## config.mk

```make
export PLATFORM = sky130hd
export DESIGN_NAME = aphp_core
export DESIGN_NICKNAME = d
export VERILOG_FILES = /design/src/core/aphp_pkg.sv /design/src/core/aphp_fifo.sv /design/src/core/aphp_core.sv
export SDC_FILE = /design/constraint.sdc
export NUM_CORES = 1
export LEC_CHECK = 0
export BUFFER_PORTS_ARGS = -buffer_cell sky130_fd_sc_hd__buf_2
export CAP_MARGIN = 20
export CORE_UTILIZATION = 30
export CTS_CLUSTER_DIAMETER = 50
export CTS_CLUSTER_SIZE = 25
export DETAILED_ROUTE_END_ITERATION = 10
export HOLD_SLACK_MARGIN = 0.03
export PLACE_DENSITY = 0.52
export RECOVER_POWER = 50
export SLEW_MARGIN = 0
export SYNTH_ARGS = -nofsm -noshare
export SYNTH_HDL_FRONTEND = slang
export SYNTH_SLANG_ARGS = --single-unit
```

## constraint.sdc

```tcl
create_clock -name clk_i -period 3.3 [get_ports clk_i]
set_input_delay 0.33 -clock clk_i [delete_from_list [all_inputs] [get_ports clk_i]]
set_output_delay 0.33 -clock clk_i [all_outputs]
set_load 0.05 [all_outputs]
```

## src/core/aphp_pkg.sv

```systemverilog
// aphp_pkg: constants shared by the parallel host port of the data-acquisition converter.
// assumes a 10 MHz system clock; all pins are sampled into that domain.
package aphp_pkg;
    // ==========================================================
    // control byte fields
    localparam int unsigned CB_PD_HI   = 7;
    localparam int unsigned CB_PD_LO   = 6;
    localparam int unsigned CB_ACQ     = 5;
    localparam int unsigned CB_RNG     = 4;
    localparam int unsigned CB_BIP     = 3;
    localparam int unsigned CB_CH_HI   = 2;
    localparam logic [7:0]  CFG_RST    = 8'h00;
    localparam logic [1:0]  PD_EXT_CLK = 2'h0;
    localparam logic [1:0]  PD_INT_CLK = 2'h1;
    localparam logic [1:0]  PD_STANDBY = 2'h2;
    localparam logic [1:0]  PD_FULL    = 2'h3;
    // ==========================================================
    // timing and sizes
    localparam int unsigned ACQ_CYCLES  = 6;
    localparam int unsigned CONV_CYCLES = 12;
    localparam int unsigned RES_W       = 12;
    localparam int unsigned FIFO_DEPTH  = 8;
endpackage : aphp_pkg

```

## src/core/aphp_fifo.sv

```systemverilog
// aphp_fifo: small synchronous fifo with valid/ready on both sides.
// assumes one clock, synchronous active-high reset and a freezing clock enable.
`timescale 1ns/1ps
`default_nettype none
module aphp_fifo #(
    parameter int unsigned W = 12,
    parameter int unsigned D = 8
) (
    input  wire logic         clk_i,    // system clock
    input  wire logic         rst_i,    // sync reset
    input  wire logic         ce_i,     // clock enable
    input  wire logic         wvalid_i, // write request
    output logic              wready_o, // not full
    input  wire logic [W-1:0] wdata_i,  // write word
    output logic              rvalid_o, // not empty
    input  wire logic         rready_i, // read accept
    output logic      [W-1:0] rdata_o   // head word
);
    localparam int unsigned AW = $clog2(D);
    logic [W-1:0]  mem_r [D];
    logic [AW-1:0] wp_r, rp_r;
    logic [AW:0]   cnt_r;
    wire           do_w = wvalid_i && wready_o;
    wire           do_r = rvalid_o && rready_i;
    assign wready_o = (cnt_r != (AW+1)'(D));
    assign rvalid_o = (cnt_r != '0);
    assign rdata_o  = mem_r[rp_r];
    // ==========================================================
    // pointers and storage; count moves by both sides at once
    always_ff @(posedge clk_i) begin
        if (rst_i) begin
            wp_r  <= '0;
            rp_r  <= '0;
            cnt_r <= '0;
        end else if (ce_i) begin
            if (do_w) begin
                mem_r[wp_r] <= wdata_i;
                wp_r        <= (wp_r == AW'(D-1)) ? '0 : wp_r + 1'b1;
            end
            if (do_r) rp_r <= (rp_r == AW'(D-1)) ? '0 : rp_r + 1'b1;
            cnt_r <= cnt_r + (AW+1)'(do_w) - (AW+1)'(do_r);
        end
    end
endmodule : aphp_fifo
`default_nettype wire

```

## src/core/aphp_core.sv

```systemverilog
// aphp_core: parallel host port of an 8-channel 12-bit converter.
// assumes pins are asynchronous to clk_i; conversion core outside returns result words.
`timescale 1ns/1ps
`default_nettype none
// Contract
// - internal acquisition: write rise with select low latches config, starts acquire+convert
// - external acquisition: first write rise starts acquiring selected input
// - external acquisition: second write rise with the acquisition bit clear ends tracking and starts conversion
// - read low with select low enables the data bus drivers
// - byte select high gives 4 msbs, low gives 8 lsbs
// - upper byte maps result 11..8 on lines 3..0; lower byte bits 7..0
// - power-off pin low forces deep sleep whatever the config says
// - completion flag goes low once a result is ready
// - select high ignores strobes and floats the bus
// - read falling edge returns completion flag high
// - internal acquisition holds input after 6 clock cycles
// - upper byte lines 7..4 are zero unipolar, msb copies bipolar
module aphp_core
    import aphp_pkg::*;
(
    input  wire logic                    clk_i,            // 10 MHz clock
    input  wire logic                    rst_i,            // sync reset
    input  wire logic                    ce_i,             // clock enable
    input  wire logic                    cs_n_i,           // chip select pin
    input  wire logic                    wr_n_i,           // write strobe pin
    input  wire logic                    rd_n_i,           // read strobe pin
    input  wire logic                    upper_byte_sel_i, // byte select pin
    input  wire logic                    power_off_n_i,    // shutdown pin
    input  wire logic [7:0]              bus_i,            // data bus in
    output logic      [7:0]              bus_o,            // data bus out
    output logic                         bus_oe_o,         // data bus drive
    output logic                         done_n_o,         // completion flag
    output logic                         track_o,          // track/hold tracking
    output logic                         convert_o,        // conversion running
    output logic      [2:0]              channel_o,        // selected input
    output logic      [1:0]              range_o,          // bip,rng
    output logic                         deep_sleep_o,     // full power-down
    output logic                         standby_o,        // standby power-down
    output logic                         int_clk_o,        // internal clock mode
    input  wire logic                    res_valid_i,      // result from core
    output logic                         res_ready_o,      // fifo can take it
    input  wire logic [aphp_pkg::RES_W-1:0] res_i          // result word
);
    import aphp_pkg::*;
    typedef enum logic [1:0] {ST_IDLE, ST_ACQ, ST_EXT, ST_CONV} aphp_st_t;
    // ==========================================================
    // pin synchronisers: three stages per pin, a level counts once stages two and three agree
    // bit order: 0 select, 1 write, 2 read, 3 byte select, 4 power-off, 12..5 data bus
    localparam int unsigned NPIN     = 13;
    localparam logic [12:0] PIN_IDLE = 13'h0017;   // select, strobes and power-off idle high, rest low
    wire  [NPIN-1:0] pin_raw = {bus_i, power_off_n_i, upper_byte_sel_i, rd_n_i, wr_n_i, cs_n_i};
    wire  [NPIN-1:0] pin_q;
    for (genvar g = 0; g < NPIN; g++) begin : g_pin
        logic [2:0] sync_r;
        logic       lvl_r;
        always_ff @(posedge clk_i) begin
            if (rst_i) begin
                sync_r <= {3{PIN_IDLE[g]}};
                lvl_r  <= PIN_IDLE[g];
            end else if (ce_i) begin
                sync_r <= {sync_r[1:0], pin_raw[g]};
                if (sync_r[1] == sync_r[2]) lvl_r <= sync_r[2];   // a one-sample glitch never gets through
            end
        end
        assign pin_q[g] = lvl_r;
    end
    wire       cs_q  = pin_q[0];
    wire       wr_q  = pin_q[1];
    wire       rd_q  = pin_q[2];
    wire       hb_q  = pin_q[3];
    wire       pw_q  = pin_q[4];
    wire [7:0] bus_q = pin_q[12:5];
    // ==========================================================
    // strobe edges, qualified by chip select; reset to idle levels so no false edge follows reset
    logic wr_d_r, rd_d_r;
    always_ff @(posedge clk_i) begin
        if (rst_i) begin
            wr_d_r <= 1'b1;
            rd_d_r <= 1'b1;
        end else if (ce_i) begin
            wr_d_r <= wr_q;
            rd_d_r <= rd_q;
        end
    end
    wire sel_w   = !cs_q;
    wire wr_rise = sel_w && wr_q && !wr_d_r;
    wire rd_fall = sel_w && !rd_q && rd_d_r;
    // ==========================================================
    // configuration byte from the filtered bus; the host must hold data and select
    // a few clocks past the write rise, since the edge is only seen after the filter
    logic [7:0] cfg_r;
    always_ff @(posedge clk_i) begin
        if (rst_i) cfg_r <= CFG_RST;
        else if (ce_i && wr_rise) cfg_r <= bus_q;
    end
    wire [1:0] pd_w = cfg_r[CB_PD_HI:CB_PD_LO];
    assign deep_sleep_o = !pw_q || (pd_w == PD_FULL);
    assign standby_o    = pw_q && (pd_w == PD_STANDBY);
    assign int_clk_o    = (pd_w == PD_INT_CLK);          // external clock otherwise
    assign channel_o    = cfg_r[CB_CH_HI:0];
    assign range_o      = {cfg_r[CB_BIP], cfg_r[CB_RNG]};
    wire   new_ext_w    = bus_q[CB_ACQ];
    // ==========================================================
    // acquisition / conversion sequencer
    aphp_st_t st_r, st_nxt;
    logic [3:0] cnt_r, cnt_nxt;
    always_comb begin
        st_nxt  = st_r;
        cnt_nxt = cnt_r;
        unique case (st_r)
            ST_IDLE: if (wr_rise && !deep_sleep_o) begin
                st_nxt  = new_ext_w ? ST_EXT : ST_ACQ;
                cnt_nxt = 4'(ACQ_CYCLES - 1);
            end
            ST_ACQ: if (cnt_r == 4'h0) begin
                st_nxt  = ST_CONV;
                cnt_nxt = 4'(CONV_CYCLES - 1);
            end else cnt_nxt = cnt_r - 4'h1;
            ST_EXT: if (wr_rise && !new_ext_w) begin
                st_nxt  = ST_CONV;
                cnt_nxt = 4'(CONV_CYCLES - 1);
            end
            ST_CONV: if (res_valid_i && res_ready_o) st_nxt = ST_IDLE;
        endcase
        if (deep_sleep_o) st_nxt = ST_IDLE;
    end
    always_ff @(posedge clk_i) begin
        if (rst_i) begin
            st_r  <= ST_IDLE;
            cnt_r <= 4'h0;
        end else if (ce_i) begin
            st_r  <= st_nxt;
            cnt_r <= cnt_nxt;
        end
    end
    assign track_o     = (st_r == ST_ACQ) || (st_r == ST_EXT);
    assign convert_o   = (st_r == ST_CONV);
    // results only taken while converting; the fifo back-pressures the core
    wire   fifo_wready;
    // gated by the clock enable so a frozen fifo never loses a word the core thinks was taken
    assign res_ready_o = ce_i && convert_o && fifo_wready;
    // ==========================================================
    // result buffer; one word popped per read falling edge
    logic              rvalid;
    logic [RES_W-1:0]  head;
    aphp_fifo #(.W(RES_W), .D(FIFO_DEPTH)) u_fifo (
        .clk_i    (clk_i),
        .rst_i    (rst_i),
        .ce_i     (ce_i),
        .wvalid_i (res_valid_i && convert_o),
        .wready_o (fifo_wready),
        .wdata_i  (res_i),
        .rvalid_o (rvalid),
        .rready_i (rd_fall),
        .rdata_o  (head)
    );
    // ==========================================================
    // read data latch and completion flag
    logic [RES_W-1:0] rd_word_r;
    logic             done_n_r;
    always_ff @(posedge clk_i) begin
        if (rst_i) begin
            rd_word_r <= '0;
            done_n_r  <= 1'b1;
        end else if (ce_i) begin
            if (rd_fall && rvalid) rd_word_r <= head;
            done_n_r <= rd_fall ? 1'b1 : !rvalid;
        end
    end
    assign done_n_o = done_n_r;
    // byte mux: high byte sign- or zero-extends the 4 msbs
    wire       msb_fill = cfg_r[CB_BIP] & rd_word_r[RES_W-1];
    wire [7:0] hi_byte  = {{4{msb_fill}}, rd_word_r[11:8]};
    wire [7:0] lo_byte  = rd_word_r[7:0];
    logic [7:0] bus_r;
    logic       oe_r;
    always_ff @(posedge clk_i) begin
        if (rst_i) begin
            bus_r <= 8'h00;
            oe_r  <= 1'b0;
        end else if (ce_i) begin
            bus_r <= hb_q ? hi_byte : lo_byte;
            oe_r  <= sel_w && !rd_q;
        end
    end
    assign bus_o    = bus_r;
    assign bus_oe_o = oe_r;
    // ==========================================================
    // checks
    property p_oe_needs_cs;
        @(posedge clk_i) disable iff (rst_i) bus_oe_o |-> $past(!cs_q) && $past(!rd_q);
    endproperty
    a_oe_needs_cs: assert property (p_oe_needs_cs) else $error("bus driven without select");
    property p_oe_on_read;
        @(posedge clk_i) disable iff (rst_i) (ce_i && !cs_q && !rd_q) |=> bus_oe_o;
    endproperty
    a_oe_on_read: assert property (p_oe_on_read) else $error("read did not drive bus");
    property p_sleep;
        @(posedge clk_i) disable iff (rst_i) !pw_q |-> deep_sleep_o ##1 (st_r == ST_IDLE || !$past(ce_i));
    endproperty
    a_sleep: assert property (p_sleep) else $error("shutdown not forced");
    property p_acq6;
        @(posedge clk_i) disable iff (rst_i || !ce_i || deep_sleep_o)
            (st_r == ST_IDLE && st_nxt == ST_ACQ) |=> (st_r == ST_ACQ)[*6] ##1 (st_r == ST_CONV);
    endproperty
    a_acq6: assert property (p_acq6) else $error("acquisition not 6 cycles");
    property p_ext_hold;
        @(posedge clk_i) disable iff (rst_i) (st_r == ST_EXT && !wr_rise && !deep_sleep_o) |=> st_r == ST_EXT;
    endproperty
    a_ext_hold: assert property (p_ext_hold) else $error("external acquire ended early");
    property p_rd_clears;
        @(posedge clk_i) disable iff (rst_i) (ce_i && rd_fall) |=> done_n_o;
    endproperty
    a_rd_clears: assert property (p_rd_clears) else $error("flag not cleared by read");
    property p_done;
        @(posedge clk_i) disable iff (rst_i) (ce_i && rvalid && !rd_fall) |=> !done_n_o;
    endproperty
    a_done: assert property (p_done) else $error("flag not set with result");
    property p_cfg_keep;
        @(posedge clk_i) disable iff (rst_i) !wr_rise |=> $stable(cfg_r);
    endproperty
    a_cfg_keep: assert property (p_cfg_keep) else $error("config changed without write");
    property p_upper;
        @(posedge clk_i) disable iff (rst_i) (ce_i && hb_q) |=> bus_o[3:0] == $past(rd_word_r[11:8]);
    endproperty
    a_upper: assert property (p_upper) else $error("upper byte wrong");
    c_int_acq:  cover property (@(posedge clk_i) st_r == ST_ACQ ##7 st_r == ST_CONV);
    c_ext_acq:  cover property (@(posedge clk_i) st_r == ST_EXT ##1 st_r == ST_CONV);
    c_read_hi:  cover property (@(posedge clk_i) bus_oe_o && hb_q);
    c_full:     cover property (@(posedge clk_i) !fifo_wready);
endmodule : aphp_core
`default_nettype wire

```

==> reports/summary.txt <==
Max Clk Rate - 361 MHz
Max Slew Vio Count - 32
Global route overflow - 0
Leakage - 3.33 nW
Area grow syn2layout - 15.3%
VDD IR max - 0.232 mV
Post-synth EDFFs - 96
HPWL Detailed - 9.89 mm
Synthesis-stage register bit count - 195
FFs w/ async S/R, synth - 0%
Core Rows - 59
Setup crit end kind - flop
Warnings, synthesis - 0
Slew HR - -20.0%
Synth Instances - 620
Die ar. - 27000 sq um
Ratio of final minimum period to clock period - 83.9%
Iter 0 DRT Violations - 407
Reg clk slew, reported paths - 0.08 ns
Clk_skew - 0.0150 ns
Critical path type - flop to flop
Root Driver - clkbuf_16
Synth cell types - 48
FF-to-FF Start - u_fifo.cnt_r[2]$_SDFFE_PP0P_
Startpoint types - flop
Mapped Area - 7900 sq um
Crit Path Max Fanout - 3
Total track usage - 12.2%
Worst Hold Class - input port to flop
Worst r2r path cells - 13
Sw Pwr - 0.00121 W
Reg power frac - 52.3%
Vias in the first global route - 4728
PD cells - 545 nW/um^2
Post-CTS Setup Inserts - 0
Via density - 4.67
Via count - 4721
Io pins - 50
Core box area - 25900 sq um
Multi-input gate area - 2780 sq um
Worst slew pin tran - 1.80 ns
Register area - 4860 sq um
Comb power frac - 4.5%
Top FF cell, synth - dfxtp_1
Initial antenna violation count - 1
First-pass GRT wire length - 24.8 mm
Failing checks - max-capacitance violations, max-slew violations
Clock power frac - 43.2%
Switching fraction of total power - 24.3%
# clock sinks - 195
CP endpoint - u_fifo.cnt_r[2]$_SDFFE_PP0P_
Crit path from - u_fifo.cnt_r[2]$_SDFFE_PP0P_
GPL Wtd Cong - 0.749
CTS tree - done
WP data required - 3.61 ns
Reg-to-reg critical path endpoint - u_fifo.cnt_r[2]$_SDFFE_PP0P_
Largest buffer count on any clock path - 2
Syn_nets - 668
Die H - 164 um
Final instance area - 9100 sq um
Final Hold Viols - 0
Hold buffers post-CTS - 0
Reg2reg setup slack - 0.53 ns
Cts repair resizes - 0
Layout cells sized above 1 - 17.5%
Port Buffers - 49
Syn avg cell area - 12.7 sq um
Chip width - 164 um
Arrival time at the worst endpoint - 3.08 ns
Fill cells - 2492
Nets - 711
Status - complete, but fails checks
Max-cap violations - 1
Commonest non-fill, non-tap cell in the layout - dfxtp_1
Tmin final - 2.77 ns
Clk Latency, worst-skew pair - 0.44 ns
Unrepaired setup endpoints after global routing - false
H-tree Lvls - 4
WL final - 15.6 mm
Setup TNS - 0 ns
TritonRoute pass-1 iters - 4
Sequential share of the synthesized area - 61.6%
Initial core utilization - 30.5%
Commonest cells after routing, fill and taps aside - dfxtp_1 (99), edfxtp_1 (96), nor2_1 (88), mux2i_1 (55), a21oi_1 (44)
Routed WL per cell - 15.4 um
CTS buffer count - 17
Antenna viol nets, final - 0
Placed Area - 8500 sq um
Final setup fails - 0
# DRC - 0
Largest net degree at the start of global routing - 53
Internal - 0.00376 W
-- area by class of cell --
class / count / area share (%)
clock inverters: 15 / 2.20
diodes: 1 / 0.0275
multi-input cells: 366 / 30.6
clock buffers: 17 / 4.67
repair buffers: 64 / 3.71
inverters: 19 / 0.783
flip-flops and latches: 195 / 53.4
well taps: 335 / 4.60
-- registers in the layout, indices dropped and copies added (netlist names) --
register      count
bus_o             8
bus_oe_o          1
cfg_r             7
cnt_r             4
cs_q              1
done_n_o          1
g_pin.lvl_r      12
g_pin.sync_r     39
rd_d_r            1
rd_word_r        12
st_r              2
u_fifo.cnt_r      4
u_fifo.mem_r     96
u_fifo.rp_r       3
u_fifo.wp_r       3
wr_d_r            1
-- metal layers --
metal  vias to the layer above  GRT usage (%)  share of wire, %
li1                       2326              -                 -
met1                      2300           16.4                48
met2                        85           18.7                46
met3                        10           3.56               5.1
met4                         0           3.79              0.92
met5                         -              0                 0
-- cells by family after synthesis --
logic type                 share of synthesized area [%]
buffers and inverters                               3.17
adders and majority gates                           3.11
muxes                                               14.0
DFF                                                 61.6
xor gates and xnor gates                           0.222
and+or+nand+nor                                     9.19
AOI/OAI and AO/OA                                   8.76
-- per-stage QoR --
step / hold slack, ns / util, % / setup slack (ns) / std cells / power (W)
final: 0.109 / 35.1 / 0.531 / 1012 / 0.00497
after global routing: 0.0844 / 35.1 / 0.354 / 1011 / 0.00515
after CTS: 0.0842 / 35.2 / 0.515 / 1011 / 0.00504
after detailed placement: 0.448 / 32.8 / 0.531 / 979 / 0.00288
after global placement: 0.439 / 32.8 / 0.680 / 979 / 0.00287
after floorplan: 0.429 / - / 0.349 / 620 / 0.00281
-- cell usage after synthesis, types with 2 or more instances --
| cell | number | area, sq um |
|---|---|---|
| nor2_1 | 88 | 330 |
| or3b_2 | 2 | 17.5 |
| buf_1 | 5 | 18.8 |
| nand2_1 | 16 | 60.1 |
| nor3b_1 | 2 | 15.0 |
| clkbuf_1 | 22 | 82.6 |
| and3_1 | 3 | 18.8 |
| a21oi_1 | 44 | 220 |
| nor2b_1 | 12 | 75.1 |
| mux2i_1 | 55 | 551 |
| o31ai_1 | 2 | 15.0 |
| a31oi_1 | 2 | 12.5 |
| a211oi_1 | 11 | 82.6 |
| mux4_2 | 24 | 541 |
| inv_1 | 19 | 71.3 |
| nand4_1 | 3 | 18.8 |
| buf_2 | 8 | 40.0 |
| buf_4 | 5 | 37.5 |
| nand2b_1 | 16 | 100 |
| ha_1 | 18 | 225 |
| edfxtp_1 | 96 | 2880 |
| a21o_1 | 10 | 75.1 |
| o21ai_2 | 2 | 17.5 |
| o21bai_1 | 4 | 30.0 |
| o21ai_0 | 18 | 90.1 |
| a211o_1 | 9 | 78.8 |
| dfxtp_1 | 99 | 1980 |
| nor3_1 | 4 | 20.0 |
| or3b_1 | 2 | 17.5 |
-- power by group through the flow --
| stage | Sequential (W) | Combinational (W) | Clock, W |
|---|---|---|---|
| floorplan | 0.00266 | 0.000141 | 0 |
| global placement | 0.00265 | 0.000216 | 0 |
| detailed placement | 0.00265 | 0.000227 | 0 |
| CTS | 0.00259 | 0.000228 | 0.00221 |
| global route | 0.00260 | 0.000250 | 0.00230 |
| finish | 0.00259 | 0.000224 | 0.00215 |
-- critical path, cell delays in order, from the launching register on --
cell	delay (ns)
dfxtp_1	0.31
inv_1	0.09
ha_1	0.15
or3b_2	0.47
and3_1	0.19
ha_1	0.31
inv_1	0.08
ha_1	0.17
inv_1	0.06
fa_1	0.42
xor2_1	0.15
nor2_1	0.05
a21oi_1	0.13
nor2_1	0.05
-- how the worst min path moves through the flow --
stage	startpoint	endpoint	slack, ns	cells after the start
after floorplan	res_i[0]	u_fifo.mem_r[0][0]$_DFFE_PP_	0.43	0
after global placement	g_pin[2].sync_r[2]$_SDFFE_PP1P_	g_pin[2].sync_r[2]$_SDFFE_PP1P_	0.44	2
after detailed placement	g_pin[2].sync_r[0]$_SDFFE_PP1P_	g_pin[2].sync_r[1]$_SDFFE_PP1P_	0.45	1
after CTS	wr_n_i	g_pin[1].sync_r[0]$_SDFFE_PP1P_	0.08	2
after global routing	wr_n_i	g_pin[1].sync_r[0]$_SDFFE_PP1P_	0.08	2
final	rd_n_i	g_pin[2].sync_r[0]$_SDFFE_PP1P_	0.11	2
Note: power is estimated with default switching activity, not from simulation.
